File: config.mk
export PLATFORM = sky130hd
export DESIGN_NAME = swc_top
export DESIGN_NICKNAME = d
export VERILOG_FILES = /design/src/hw/swc_pkg.sv /design/src/hw/swc_top.sv /design/src/hw/swc_wdt.sv
export SDC_FILE = /design/constraint.sdc
export NUM_CORES = 1
export LEC_CHECK = 0
export BUFFER_PORTS_ARGS = -buffer_cell sky130_fd_sc_hd__buf_2
export CAP_MARGIN = 20
export CORE_UTILIZATION = 45
export DETAILED_ROUTE_END_ITERATION = 12
export GPL_TIMING_DRIVEN = 0
export PLACE_DENSITY = 0.75
export SYNTH_ARGS = -nofsm -noshare
export SYNTH_HDL_FRONTEND = slang
export SYNTH_SLANG_ARGS = --single-unit
File: constraint.sdc
create_clock -name pclk -period 2.8 [get_ports pclk]
set_input_delay 0.56 -clock pclk [delete_from_list [all_inputs] [get_ports pclk]]
set_output_delay 0.56 -clock pclk [all_outputs]
set_load 0.05 [all_outputs]
File: src/hw/swc_pkg.sv
// package for the sleep/wake-up controller
// assumes apb slave access with 32-bit data, one register per word
package swc_pkg;

  // ==========================================================
  // register offsets (byte addresses)
  localparam logic [11:0] SWC_OFF_GIC    = 12'h000;
  localparam logic [11:0] SWC_OFF_PERIPHERAL_IRQ_ENABLE_ONE   = 12'h004;
  localparam logic [11:0] SWC_OFF_PERIPHERAL_IRQ_ENABLE_TWO   = 12'h008;
  localparam logic [11:0] SWC_OFF_PERIPHERAL_IRQ_FLAGS_ONE   = 12'h00C;
  localparam logic [11:0] SWC_OFF_PERIPHERAL_IRQ_FLAGS_TWO   = 12'h010;
  localparam logic [11:0] SWC_OFF_STATUS = 12'h014;
  localparam logic [11:0] SWC_OFF_WDTCFG = 12'h018;
  localparam logic [11:0] SWC_OFF_WDCNT  = 12'h01C;

  // ==========================================================
  // field positions
  localparam int SWC_GIC_GIE   = 7;
  localparam int SWC_GIC_PERIPHERAL_GROUP_ENABLE  = 6;
  localparam int SWC_STAT_TO   = 4;
  localparam int SWC_STAT_PD   = 3;
  localparam int SWC_STAT_SLP  = 0;
  localparam int SWC_WCFG_EN   = 0;
  localparam int SWC_WCFG_SLP  = 1;

  // implemented bit masks
  localparam logic [7:0] SWC_MASK_GIC  = 8'hFF;
  localparam logic [7:0] SWC_MASK_PERIPHERAL_IRQ_ENABLE_ONE = 8'hF1;
  localparam logic [7:0] SWC_MASK_PERIPHERAL_IRQ_ENABLE_TWO = 8'h04;
  localparam logic [7:0] SWC_MASK_PERIPHERAL_IRQ_FLAGS_ONE = 8'hF1;
  localparam logic [7:0] SWC_MASK_PERIPHERAL_IRQ_FLAGS_TWO = 8'h04;
  localparam logic [7:0] SWC_MASK_WCFG = 8'h03;

  // reset values
  localparam logic [7:0]  SWC_RST_REG  = 8'h00;
  localparam logic [1:0]  SWC_RST_STAT = 2'b11;
  localparam logic [31:0] SWC_RST_ZERO = 32'h0000_0000;

  // ==========================================================
  // timing and vectors
  localparam int          SWC_LFOSC_HZ  = 31000;
  localparam int          SWC_PCLK_HZ   = 50000000;
  localparam int          SWC_LF_DIV    = SWC_PCLK_HZ / SWC_LFOSC_HZ;
  localparam logic [10:0] SWC_LF_DIV_M1 = 11'(SWC_LF_DIV - 1);
  localparam logic [15:0] SWC_WDT_LIMIT = 16'h07D0;
  localparam logic [12:0] SWC_ISR_VEC   = 13'h0004;
  localparam logic [1:0]  SWC_DUMMY_CYC = 2'd2;

  // ==========================================================
  // types
  typedef enum logic [2:0]
  {
    SWC_RUN   = 3'b000,
    SWC_HALT  = 3'b001,
    SWC_SLEEP = 3'b010,
    SWC_PREF  = 3'b011,
    SWC_DUMMY = 3'b100
  } swc_state_e;

  typedef struct packed
  {
    logic [12:0] pc;
    logic        vector;
    logic        clk_en;
  } swc_core_s;

endpackage

File: src/hw/swc_top.sv
// sleep/wake-up controller with interrupt flag registers and apb slave
// assumes core halt/ifetch strobes synchronous to pclk; reset via presetn
//
// Operation
// - flags set on their condition regardless of enables
// - second flag register holds display flag at bit 2, others zero
// - sleep entered only by the halt instruction
// - watchdog cleared on sleep entry, keeps counting if enabled and also allowed in sleep
// - sleep entry clears powerdown flag and sets timeout flag
// - cpu clock gated in sleep; slow oscillators keep running
// - converter on its rc clock and sensing oscillator keep running
// - io ports hold their state through sleep
// - sleep leaves non-watchdog resets unchanged
// - resets give full reset; watchdog or interrupts resume execution
// - halt prefetches the instruction at pc plus one
// - interrupt wakes only if its enable set, whatever global enable
// - global enable clear resumes in line; set vectors to 0004h
// - watchdog cleared on every wake-up
// - pending enabled interrupt before halt makes halt idle_op while global enable clear
// - interrupt during halt completes sleep then wakes at once
// - peripheral interrupts need the peripheral group enable
// - watchdog timeout in sleep wakes instead of resetting
`timescale 1ns/1ps

module swc_top
  import swc_pkg::*;
(
  input  wire logic        pclk,
  input  wire logic        presetn,
  input  wire logic        psel,
  input  wire logic        penable,
  input  wire logic        pwrite,
  input  wire logic [11:0] paddr,
  input  wire logic [31:0] pwdata,
  output logic             pready,
  output logic [31:0]      prdata,
  output logic             pslverr,
  input  wire logic        halt_exec,
  input  wire logic        instr_done,
  input  wire logic        clrwdt,
  input  wire logic [12:0] core_pc,
  input  wire logic [2:0]  core_irq_set,
  input  wire logic [7:0]  peripheral_irq_flags_one_set,
  input  wire logic        display_irq_set,
  input  wire logic [7:0]  port_out_in,
  input  wire logic [7:0]  port_oe_in,
  output logic             cpu_clk_en,
  output logic             low_freq_internal_osc_en,
  output logic             secondary_osc_en,
  output logic             converter_rc_clock_en,
  output logic             sense_osc_en,
  output logic             fetch_req,
  output logic [12:0]      fetch_pc,
  output logic             vector_take,
  output logic             dummy_cycle,
  output logic             halt_skipped,
  output logic [7:0]       port_out,
  output logic [7:0]       port_oe,
  output logic             sleeping
);

  typedef struct packed
  {
    swc_state_e  fsm;
    logic [7:0]  gic;
    logic [7:0]  peripheral_irq_enable_one;
    logic [7:0]  peripheral_irq_enable_two;
    logic [7:0]  peripheral_irq_flags_one;
    logic [7:0]  peripheral_irq_flags_two;
    logic        pd;
    logic        to;
    logic [7:0]  wcfg;
    logic        vec_pend;
    logic [1:0]  dcnt;
    logic        wdt_clr;
    logic        clk_en;
    logic        fetch;
    logic [12:0] fpc;
    logic        vtake;
    logic        dummy;
    logic        skipped;
    logic [7:0]  pout;
    logic [7:0]  poe;
    logic        rdy;
    logic [31:0] rdata;
    logic        err;
  } swc_top_s;

  swc_top_s st_reg;
  swc_top_s st_next;

  logic [15:0] wdt_count;
  logic        wdt_timeout;
  logic        wdt_run;
  logic        wake_req;
  logic        apb_wr;
  logic        apb_rd;
  logic        presetn_q;
  logic        sleep_q;

  // ========================================================
  // helpers
  function automatic logic [7:0] swc_masked(input logic [7:0] v,
                                            input logic [7:0] m);
    swc_masked = v & m;
  endfunction

  function automatic logic addr_hit(input logic [11:0] a,
                                    input logic [11:0] off);
    addr_hit = (a == off);
  endfunction

  // ========================================================
  // wake request
  always_comb
  begin
    wake_req = |(st_reg.gic[5:3] & st_reg.gic[2:0]);
    if (st_reg.gic[SWC_GIC_PERIPHERAL_GROUP_ENABLE])
      wake_req = wake_req
               | (|(st_reg.peripheral_irq_enable_one & st_reg.peripheral_irq_flags_one))
               | (|(st_reg.peripheral_irq_enable_two & st_reg.peripheral_irq_flags_two));
  end

  // watchdog runs awake when enabled, asleep only if also allowed
  assign wdt_run = st_reg.wcfg[SWC_WCFG_EN]
                 & ((st_reg.fsm != SWC_SLEEP)
                    | st_reg.wcfg[SWC_WCFG_SLP]);

  swc_wdt u_wdt
  (
    .pclk    (pclk),
    .presetn (presetn),
    .clear   (st_reg.wdt_clr),
    .run     (wdt_run),
    .count   (wdt_count),
    .timeout (wdt_timeout)
  );

  assign apb_wr = psel & penable & pwrite;
  assign apb_rd = psel & ~penable & ~pwrite;

  // ========================================================
  // next state
  always_comb
  begin
    st_next         = st_reg;
    st_next.wdt_clr = clrwdt;
    st_next.fetch   = 1'b0;
    st_next.vtake   = 1'b0;
    st_next.dummy   = 1'b0;
    st_next.rdy     = psel & ~penable;
    st_next.err     = 1'b0;

    // apb register writes
    if (apb_wr)
    begin
      if (addr_hit(paddr, SWC_OFF_GIC))
        st_next.gic = swc_masked(pwdata[7:0], SWC_MASK_GIC);
      else if (addr_hit(paddr, SWC_OFF_PERIPHERAL_IRQ_ENABLE_ONE))
        st_next.peripheral_irq_enable_one = swc_masked(pwdata[7:0], SWC_MASK_PERIPHERAL_IRQ_ENABLE_ONE);
      else if (addr_hit(paddr, SWC_OFF_PERIPHERAL_IRQ_ENABLE_TWO))
        st_next.peripheral_irq_enable_two = swc_masked(pwdata[7:0], SWC_MASK_PERIPHERAL_IRQ_ENABLE_TWO);
      else if (addr_hit(paddr, SWC_OFF_PERIPHERAL_IRQ_FLAGS_ONE))
        st_next.peripheral_irq_flags_one = swc_masked(pwdata[7:0], SWC_MASK_PERIPHERAL_IRQ_FLAGS_ONE);
      else if (addr_hit(paddr, SWC_OFF_PERIPHERAL_IRQ_FLAGS_TWO))
        st_next.peripheral_irq_flags_two = swc_masked(pwdata[7:0], SWC_MASK_PERIPHERAL_IRQ_FLAGS_TWO);
      else if (addr_hit(paddr, SWC_OFF_WDTCFG))
        st_next.wcfg = swc_masked(pwdata[7:0], SWC_MASK_WCFG);
    end

    // flag sets win over software clears
    st_next.gic[2:0] = st_next.gic[2:0] | core_irq_set;
    st_next.peripheral_irq_flags_one = st_next.peripheral_irq_flags_one
                 | swc_masked(peripheral_irq_flags_one_set, SWC_MASK_PERIPHERAL_IRQ_FLAGS_ONE);
    st_next.peripheral_irq_flags_two[2] = st_next.peripheral_irq_flags_two[2] | display_irq_set;

    // apb read data, sampled in setup for a fixed zero-wait answer
    if (apb_rd)
    begin
      st_next.rdata = SWC_RST_ZERO;
      if (addr_hit(paddr, SWC_OFF_GIC))
        st_next.rdata[7:0] = st_reg.gic;
      else if (addr_hit(paddr, SWC_OFF_PERIPHERAL_IRQ_ENABLE_ONE))
        st_next.rdata[7:0] = st_reg.peripheral_irq_enable_one;
      else if (addr_hit(paddr, SWC_OFF_PERIPHERAL_IRQ_ENABLE_TWO))
        st_next.rdata[7:0] = st_reg.peripheral_irq_enable_two;
      else if (addr_hit(paddr, SWC_OFF_PERIPHERAL_IRQ_FLAGS_ONE))
        st_next.rdata[7:0] = st_reg.peripheral_irq_flags_one;
      else if (addr_hit(paddr, SWC_OFF_PERIPHERAL_IRQ_FLAGS_TWO))
        st_next.rdata[7:0] = st_reg.peripheral_irq_flags_two;
      else if (addr_hit(paddr, SWC_OFF_STATUS))
      begin
        st_next.rdata[SWC_STAT_TO]  = st_reg.to;
        st_next.rdata[SWC_STAT_PD]  = st_reg.pd;
        st_next.rdata[SWC_STAT_SLP] = (st_reg.fsm == SWC_SLEEP);
      end
      else if (addr_hit(paddr, SWC_OFF_WDTCFG))
        st_next.rdata[7:0] = st_reg.wcfg;
      else if (addr_hit(paddr, SWC_OFF_WDCNT))
        st_next.rdata[15:0] = wdt_count;
    end
    if (psel & ~penable & (paddr > SWC_OFF_WDCNT || paddr[1:0] != 2'b00))
      st_next.err = 1'b1;

    // awake: watchdog timeout resets via the system, not modelled here
    if (st_reg.fsm != SWC_SLEEP && wdt_timeout)
      st_next.to = 1'b0;

    case (st_reg.fsm)
      SWC_RUN:
      begin
        st_next.clk_en = 1'b1;
        if (halt_exec)
        begin
          st_next.fetch = 1'b1;
          st_next.fpc   = core_pc + 13'd1;
          if (!st_reg.gic[SWC_GIC_GIE] && wake_req)
            st_next.skipped = 1'b1;
          else
          begin
            st_next.skipped = 1'b0;
            st_next.pout    = port_out_in;
            st_next.poe     = port_oe_in;
            st_next.wdt_clr = 1'b1;
            st_next.pd      = 1'b0;
            st_next.to      = 1'b1;
            st_next.fsm     = SWC_HALT;
          end
        end
        else
        begin
          st_next.pout = port_out_in;
          st_next.poe  = port_oe_in;
        end
      end
      SWC_HALT:
      begin
        st_next.clk_en = 1'b0;
        st_next.fsm    = SWC_SLEEP;
      end
      SWC_SLEEP:
      begin
        st_next.clk_en = 1'b0;
        if (wake_req || wdt_timeout)
        begin
          if (wdt_timeout)
          begin
            st_next.to = 1'b0;
            st_next.pd = 1'b0;
          end
          st_next.wdt_clr  = 1'b1;
          st_next.vec_pend = st_reg.gic[SWC_GIC_GIE] & wake_req;
          st_next.clk_en   = 1'b1;
          st_next.fsm      = SWC_PREF;
        end
      end
      SWC_PREF:
      begin
        st_next.clk_en = 1'b1;
        if (instr_done) // prefetched instruction retires
        begin
          if (st_reg.vec_pend)
          begin
            st_next.dcnt  = SWC_DUMMY_CYC;
            st_next.fsm   = SWC_DUMMY;
            st_next.dummy = 1'b1;
          end
          else
            st_next.fsm = SWC_RUN;
        end
      end
      SWC_DUMMY:
      begin
        if (st_reg.dcnt == 2'd1)
        begin
          st_next.vtake    = 1'b1;
          st_next.fetch    = 1'b1;
          st_next.fpc      = SWC_ISR_VEC;
          st_next.vec_pend = 1'b0;
          st_next.fsm      = SWC_RUN;
        end
        else
          st_next.dummy = 1'b1;
        st_next.dcnt = st_reg.dcnt - 2'd1;
      end
      default:
        st_next.fsm = SWC_RUN;
    endcase
  end

  // ========================================================
  // state register; presetn is the por/bor/reset-pin path
  always_ff @(posedge pclk or negedge presetn)
  begin
    if (!presetn)
    begin
      st_reg        <= '0;
      st_reg.fsm    <= SWC_RUN;
      st_reg.to     <= SWC_RST_STAT[1];
      st_reg.pd     <= SWC_RST_STAT[0];
      st_reg.clk_en <= 1'b1;
    end
    else
      st_reg <= st_next;
  end

  // ========================================================
  // outputs
  assign cpu_clk_en               = st_reg.clk_en;
  assign low_freq_internal_osc_en = presetn_q;
  assign secondary_osc_en         = presetn_q;
  assign converter_rc_clock_en    = presetn_q;
  assign sense_osc_en             = presetn_q;
  assign fetch_req                = st_reg.fetch;
  assign fetch_pc                 = st_reg.fpc;
  assign vector_take              = st_reg.vtake;
  assign dummy_cycle              = st_reg.dummy;
  assign halt_skipped             = st_reg.skipped;
  assign port_out                 = st_reg.pout;
  assign port_oe                  = st_reg.poe;
  assign sleeping                 = sleep_q;
  assign pready                   = st_reg.rdy;
  assign prdata                   = st_reg.rdata;
  assign pslverr                  = st_reg.err;

  // oscillator enables and sleep level from their own flops
  always_ff @(posedge pclk or negedge presetn)
  begin
    if (!presetn)
    begin
      presetn_q <= 1'b0;
      sleep_q   <= 1'b0;
    end
    else
    begin
      presetn_q <= 1'b1;
      sleep_q   <= (st_next.fsm == SWC_SLEEP);
    end
  end

endmodule

File: src/hw/swc_wdt.sv
// watchdog counter clocked by a 31 kHz enable pulse
// assumes pclk at 50 MHz; the divider makes the slow rate
`timescale 1ns/1ps

module swc_wdt
  import swc_pkg::*;
(
  input  wire logic        pclk,
  input  wire logic        presetn,
  input  wire logic        clear,
  input  wire logic        run,
  output logic [15:0]      count,
  output logic             timeout
);

  typedef struct packed
  {
    logic [10:0] div;
    logic [15:0] cnt;
    logic        tmo;
  } swc_wdt_s;

  swc_wdt_s st_reg;
  swc_wdt_s st_next;

  // ========================================================
  // counter
  always_comb
  begin
    st_next     = st_reg;
    st_next.tmo = 1'b0;
    if (st_reg.div == SWC_LF_DIV_M1)
      st_next.div = 11'd0;
    else
      st_next.div = st_reg.div + 11'd1;
    if (clear)
    begin
      st_next.cnt = 16'h0000;
      st_next.div = 11'd0;
    end
    else if (run && st_reg.div == SWC_LF_DIV_M1)
    begin
      if (st_reg.cnt == SWC_WDT_LIMIT)
      begin
        st_next.cnt = 16'h0000;
        st_next.tmo = 1'b1;
      end
      else
        st_next.cnt = st_reg.cnt + 16'h0001;
    end
  end

  always_ff @(posedge pclk or negedge presetn)
  begin
    if (!presetn)
      st_reg <= '0;
    else
      st_reg <= st_next;
  end

  assign count   = st_reg.cnt;
  assign timeout = st_reg.tmo;

endmodule

Yosys cells after proc, flatten, opt, wreduce, memory -nomap -nowiden --
Index checks and enable logic that the tools add are counted.
Storage, ports and cells: bits in registers 116, input port bits 93, output and inout bits 73, logic and storage cells 181
Operators by class: add/subtract/negate cells 4, magnitude comparators 1, eq/ne operators 24, mux-type cells 71, bitwise logic cells 23, reduce and logical (&&, ||, !) cells 29
Operator list (count):
- 2-to-1 mux 8 bit | 14
- 2-to-1 mux 16 bit | 6
- equality test 12 x 5 -> 1 bit, second input constant | 4
- 2-to-1 mux 35 bit | 1
- 2-to-1 mux 11 bit | 3
- 2-to-1 mux 32 bit | 1
- 2-to-1 mux 3 bit | 10
- case mux 14 bit (2 select lines) | 1
- equality test 12 x 4 -> 1 bit, second input constant | 2
- 2-to-1 mux 19 bit | 1
- 2-to-1 mux 2 bit | 9
- 2-to-1 mux 17 bit | 1
- adder 16 x 1 -> 16 bit, second input constant | 1
- equality test 16 x 11 -> 1 bit, second input constant | 1
- OR reduction 8 bit | 2
- 2-to-1 mux 1 bit | 15
- 2-to-1 mux 15 bit | 1
- case mux 3 bit (5 select lines) | 1
- 2-to-1 mux 14 bit | 1
- adder 13 x 1 -> 13 bit, second input constant | 1
- equality test 12 x 3 -> 1 bit, second input constant | 1
- greater-than comparator 12 x 5 -> 1 bit, second input constant | 1
- zero test 12 bit | 1
- inequality test 2 bit, second input constant | 6
- other kinds (32) | 67

Depth between registers and ports, before layout --
depth after elaboration 10, depth in mapped cells 7, gate-level depth less buffers 7

Hierarchy --
From an unflattened synthesis, not the netlist that was laid out.
Second synthesis, totals: cell total of the unflattened synthesis 616, area total of the unflattened synthesis 6174.7 µm²
Modules (own cells, without submodules):
- swc_top | times used 1, cells an instance 423, area each 4400.5 µm², sequential area each 2130.8 µm²
- swc_wdt | times used 1, cells an instance 193, area each 1774.2 µm², sequential area each 700.7 µm²

Worst setup path before layout --
OpenSTA, ideal clock, no wires.
path type input-to-reg, from in paddr[9], to reg st_reg[117] in the netlist's numbering, setup time 0.125 ns, arrival 2.078 ns, required time 2.675 ns, slack 0.597 ns, stages on the path 5, path buffers 1, cells stage by stage nor4_1 nand3_1 nor4b_1 buf_2 mux2_2
Between the ends: cells in the longest elaborated chain, start to end 2
RTL lines:
- start: declaration | line swc_top.sv:33 | input wire logic [11:0] paddr,
- zero test 12 bit | line swc_top.sv:110 | addr_hit = (a == off);
- AND reduction 2 bit (no source line)
- end signal: assignment | line swc_top.sv:304 | st_reg <= st_next;
- end: declaration | line swc_top.sv:89 | swc_top_s st_reg;
No other way between the ends. A chain may end at the register's enable or synchronous reset.

Final worst setup path --
from reg st_reg[116] in the netlist's numbering, to reg st_reg, in the netlist port_out[4]
Between the ends: cells in the longest elaborated chain, start to end 8
RTL lines:
- AND 3 bit (*) | line swc_top.sv:117 | wake_req = |(st_reg.gic[5:3] & st_reg.gic[2:0]);
- OR reduction 3 bit (*) | line swc_top.sv:117
- bitwise OR 1 bit | line swc_top.sv:120 | | (|(st_reg.peripheral_irq_enable_one & st_reg.peripheral_irq_flags_one))
- bitwise OR 1 bit | line swc_top.sv:121 | | (|(st_reg.peripheral_irq_enable_two & st_reg.peripheral_irq_flags_two));
- 2-to-1 mux 1 bit (*) | line swc_top.sv:118 | if (st_reg.gic[SWC_GIC_PERIPHERAL_GROUP_ENABLE])
- logical AND 1 bit (*) | line swc_top.sv:217 | if (!st_reg.gic[SWC_GIC_GIE] && wake_req)
- inequality test 2 bit (no source line) (*)
- AND reduction 2 bit (no source line) (*)
Mark *: on every way between the ends. The rest lies on a longest branch, timed or not.

==> results by group <==
Layout
  – Final instance area: around 7400 um2
  – Max FFs per register: 31
  – Layout cells sized above 1: between 30% and 40%
  – Fin util: 58.4%
  – FILL cells: 1099
  – P&R area growth vs syn: 25.7%
  – N_diodes: 0
  – Fin nets: approximately 840
  – Layout Cells excl Fill: roughly 930

Setup path
  – Setup CP Type: reg -> reg
  – Reg-to-Reg Start: st_reg[116]$_DFF_PN0_
  – Critical path launch point type: flop
  – Worst Setup End Kind: flop
  – Worst path arrival time: 2790 ps
  – Required time of the critical path: 3100 ps
  – Critical path startpoint: st_reg[116]$_DFF_PN0_
  – Crit path max fanout: 10

Synthesis
  – Synth async-reset ratio: 100%
  – Post-Synthesis Cells: 588
  – Seq/Total Area, Yosys: between 40% and 50%
  – Number of synthesized flops with an enable pin: 0
  – Flops & latches, synth: 113
  – Synthesized area: slightly below 6000 um2
  – Synth Warn #: 0
  – Syn Area/Cell: 10.0 um2
  – Distinct cell type count after synthesis: 53
  – Post-synth top flop: dfrtp_1

STA
  – Fin. Hold Viols: 0
  – Final Cycle Share: just under 90%
  – Max-slew violations: 0
  – Clk_skew: ~7 ps
  – Final setup margin: 303 ps
  – Fmax: 401 MHz
  – Worst relative slew slack: a little under half
  – Final setup TNS: 0 ps
  – Unrepaired setup endpoints after global routing: false
  – Final setup violation count: 0
  – Fin Hold WS: 127 ps
  – Tmin final: roughly 2500 ps
  – Worst slew pin tran: 822 ps

Placed design
  – RePlAce Congestion: 0.904
  – Post-Place Worst Slack: roughly 190 ps
  – Post-DP HPWL: 10000 um
  – Placed cell count: 897
  – Dpl cell area: between 6000 and 7000 um2
  – PortBufs: 120

Route
  – TritonRoute pass-1 iters: 5
  – Avg Vias per Cell: 5.23
  – DRC: 0
  – Antenna Nets Post-Route: 0
  – DR iter-0 viols: 274
  – Final wirelength: 13600 um
  – Via count: 4857
  – Routed WL per cell: 14.6 um

Worst hold path
  – Hold Path Class: in -> async

Floorplanning
  – Die Height: 116 um
  – Die width: 116 um
  – Row cnt: 41
  – Die Area: 13500 um2
  – Num ports: 166
  – Core region area: about 13000 um2
  – Starting Density: 46.5%

CTS
  – H-tree Lvls: 4
  – Hold_buf cts: 0
  – Num CTS Buffers: 17
  – CTS Root Buffer Type: clkbuf_16
  – Clock Sinks: 113
  – Reg clk slew, reported paths: 50 ps
  – Worst-skew pair later-pin latency: 420 ps
  – CTS tree: built
  – # resized after CTS: 0
  – Postcts setup bufs: 0
  – Clock Tree Buf Depth: 2

Global routing
  – Global route total overflow: 0
  – Antenna violations before repair: 0
  – Largest net degree at the start of global routing: 73
  – Vias in the first global route: 4576
  – Total track usage: between 20% and 30%
  – Global-route wire length before repair: 22300 um

Pwr
  – Leakage power: approximately 3.5 nW
  – PD cells: 858 nW/um2
  – Peak VDD IR: 0.000585 V
  – Tot Pwr: 6.35 mW

Status
  – Status: finished, final reports clean

Job
  – Maxcap violations: 0
-- worst max-delay path: stages (launching register included) --
cell and delay [ps]:
dfrtp_1 400, a222oi_1 600, inv_1 120, nor2_1 210
o31a_1 180, buf_2 220, buf_2 270, mux2_2 370
-- path summary, 6_finish.rpt --
kind,end,slack (ps),cells past startpoint
min,st_reg[97]$_DFF_PN0_,130,1
max,port_out[4]$_DFFE_PN0P_,300,7
min in group pclk,st_reg[84]$_DFF_PN0_,330,2
max reg2reg,port_out[4]$_DFFE_PN0P_,300,7
min reg2reg,st_reg[80]$_DFF_PN1_,460,1
max in group asynchronous,cpu_clk_en$_DFFE_PN1P_,1900,2
-- area by class of cell --
type,count,area (um2),share of cell area (%)
sequential,113,2830,38.3
multi-input combinational,389,2490,33.7
timing repair buffer,122,641,8.65
buffer,87,571,7.71
clock buffer,20,467,6.30
tap,172,215,2.91
clock inverter,12,134,1.81
inverter,14,52.6,0.710
-- logic make-up (layout without fill, tap and decap cells) --
kind of cell | count (synthesis) | in the layout | synth area share [%]
xor+xnor | 22 | 22 | 3.27
compound gates | 95 | 95 | 10.3
mux | 44 | 44 | 8.37
other cells | 2 | 17 | 0.128
fa+ha+maj | 5 | 5 | 1.06
buf+inv | 101 | 255 | 10.6
simple gates | 206 | 206 | 18.2
flops | 113 | 113 | 48.1
-- metal layers --
| layer | global-route usage [%] | share of wire (%) | wire (um) | up-vias |
|---|---|---|---|---|
| met5 | 0 | 0 | 0 | - |
| met4 | 7.69 | 1.8 | 242 | 0 |
| met3 | 5.55 | 4.4 | 599 | 23 |
| met2 | 34.8 | 50 | 6800 | 136 |
| met1 | 27.2 | 44 | 5930 | 2373 |
| li1 | - | - | - | 2325 |
-- report_power, final --
group	switching, mW	total (mW)	internal [mW]
registers	0.149	2.06	1.91
clock network	0.765	2.14	1.38
logic	1.40	2.15	0.758
-- Yosys cell counts, drive strengths merged (2+ instances only) --
library cell  number  area, um2
a21oi             26        130
nand4              4       25.0
dfrtp            110       2750
nand2b             5       31.3
and4bb             2       25.0
a211o              4       35.0
o21ai             23        115
nor3              19       95.1
or2                2       12.5
a32o               2       20.0
and3              17        106
and4b              2       20.0
nor2              39        146
dfstp              3       78.8
and4               2       17.5
a31oi              4       25.0
xnor2             11       96.3
nor3b              4       30.0
ha                 5       62.6
a22o               8       70.1
nand3             19       95.1
xor2              11       96.3
o31ai              8       60.1
nor4               9       56.3
o22ai              9       56.3
mux2              32        360
conb               2       7.51
and2               3       18.8
nand3b             3       22.5
clkbuf            20       75.1
nand2             56        210
buf               67        495
nor4b              4       35.0
mux2i             11        110
nand4b             5       50.0
nor2b              7       43.8
a22oi              3       22.5
inv               14       52.6
-- cell usage in the layout (no fill, tap or decap), types with 4 or more instances in the layout --
cell,n
mux2_2,32
clkbuf_16,17
clkbuf_1,20
o31ai_1,8
buf_4,65
o22ai_1,9
ha_1,5
a22o_1,8
nor3b_1,4
nand3_1,19
nand4_1,4
nand4b_1,4
nor3_1,19
inv_1,14
clkinvlp_4,8
nor2b_1,7
and3_1,17
nand2b_1,5
o21ai_0,23
xnor2_1,11
nor4_1,9
nor2_1,39
a31oi_1,4
mux2i_1,11
nor4b_1,4
a21oi_1,26
xor2_1,11
buf_2,122
a211o_1,4
nand2_1,56
conb_1,17
dfrtp_1,110
No activity file was read; power rests on OpenSTA's default activity.
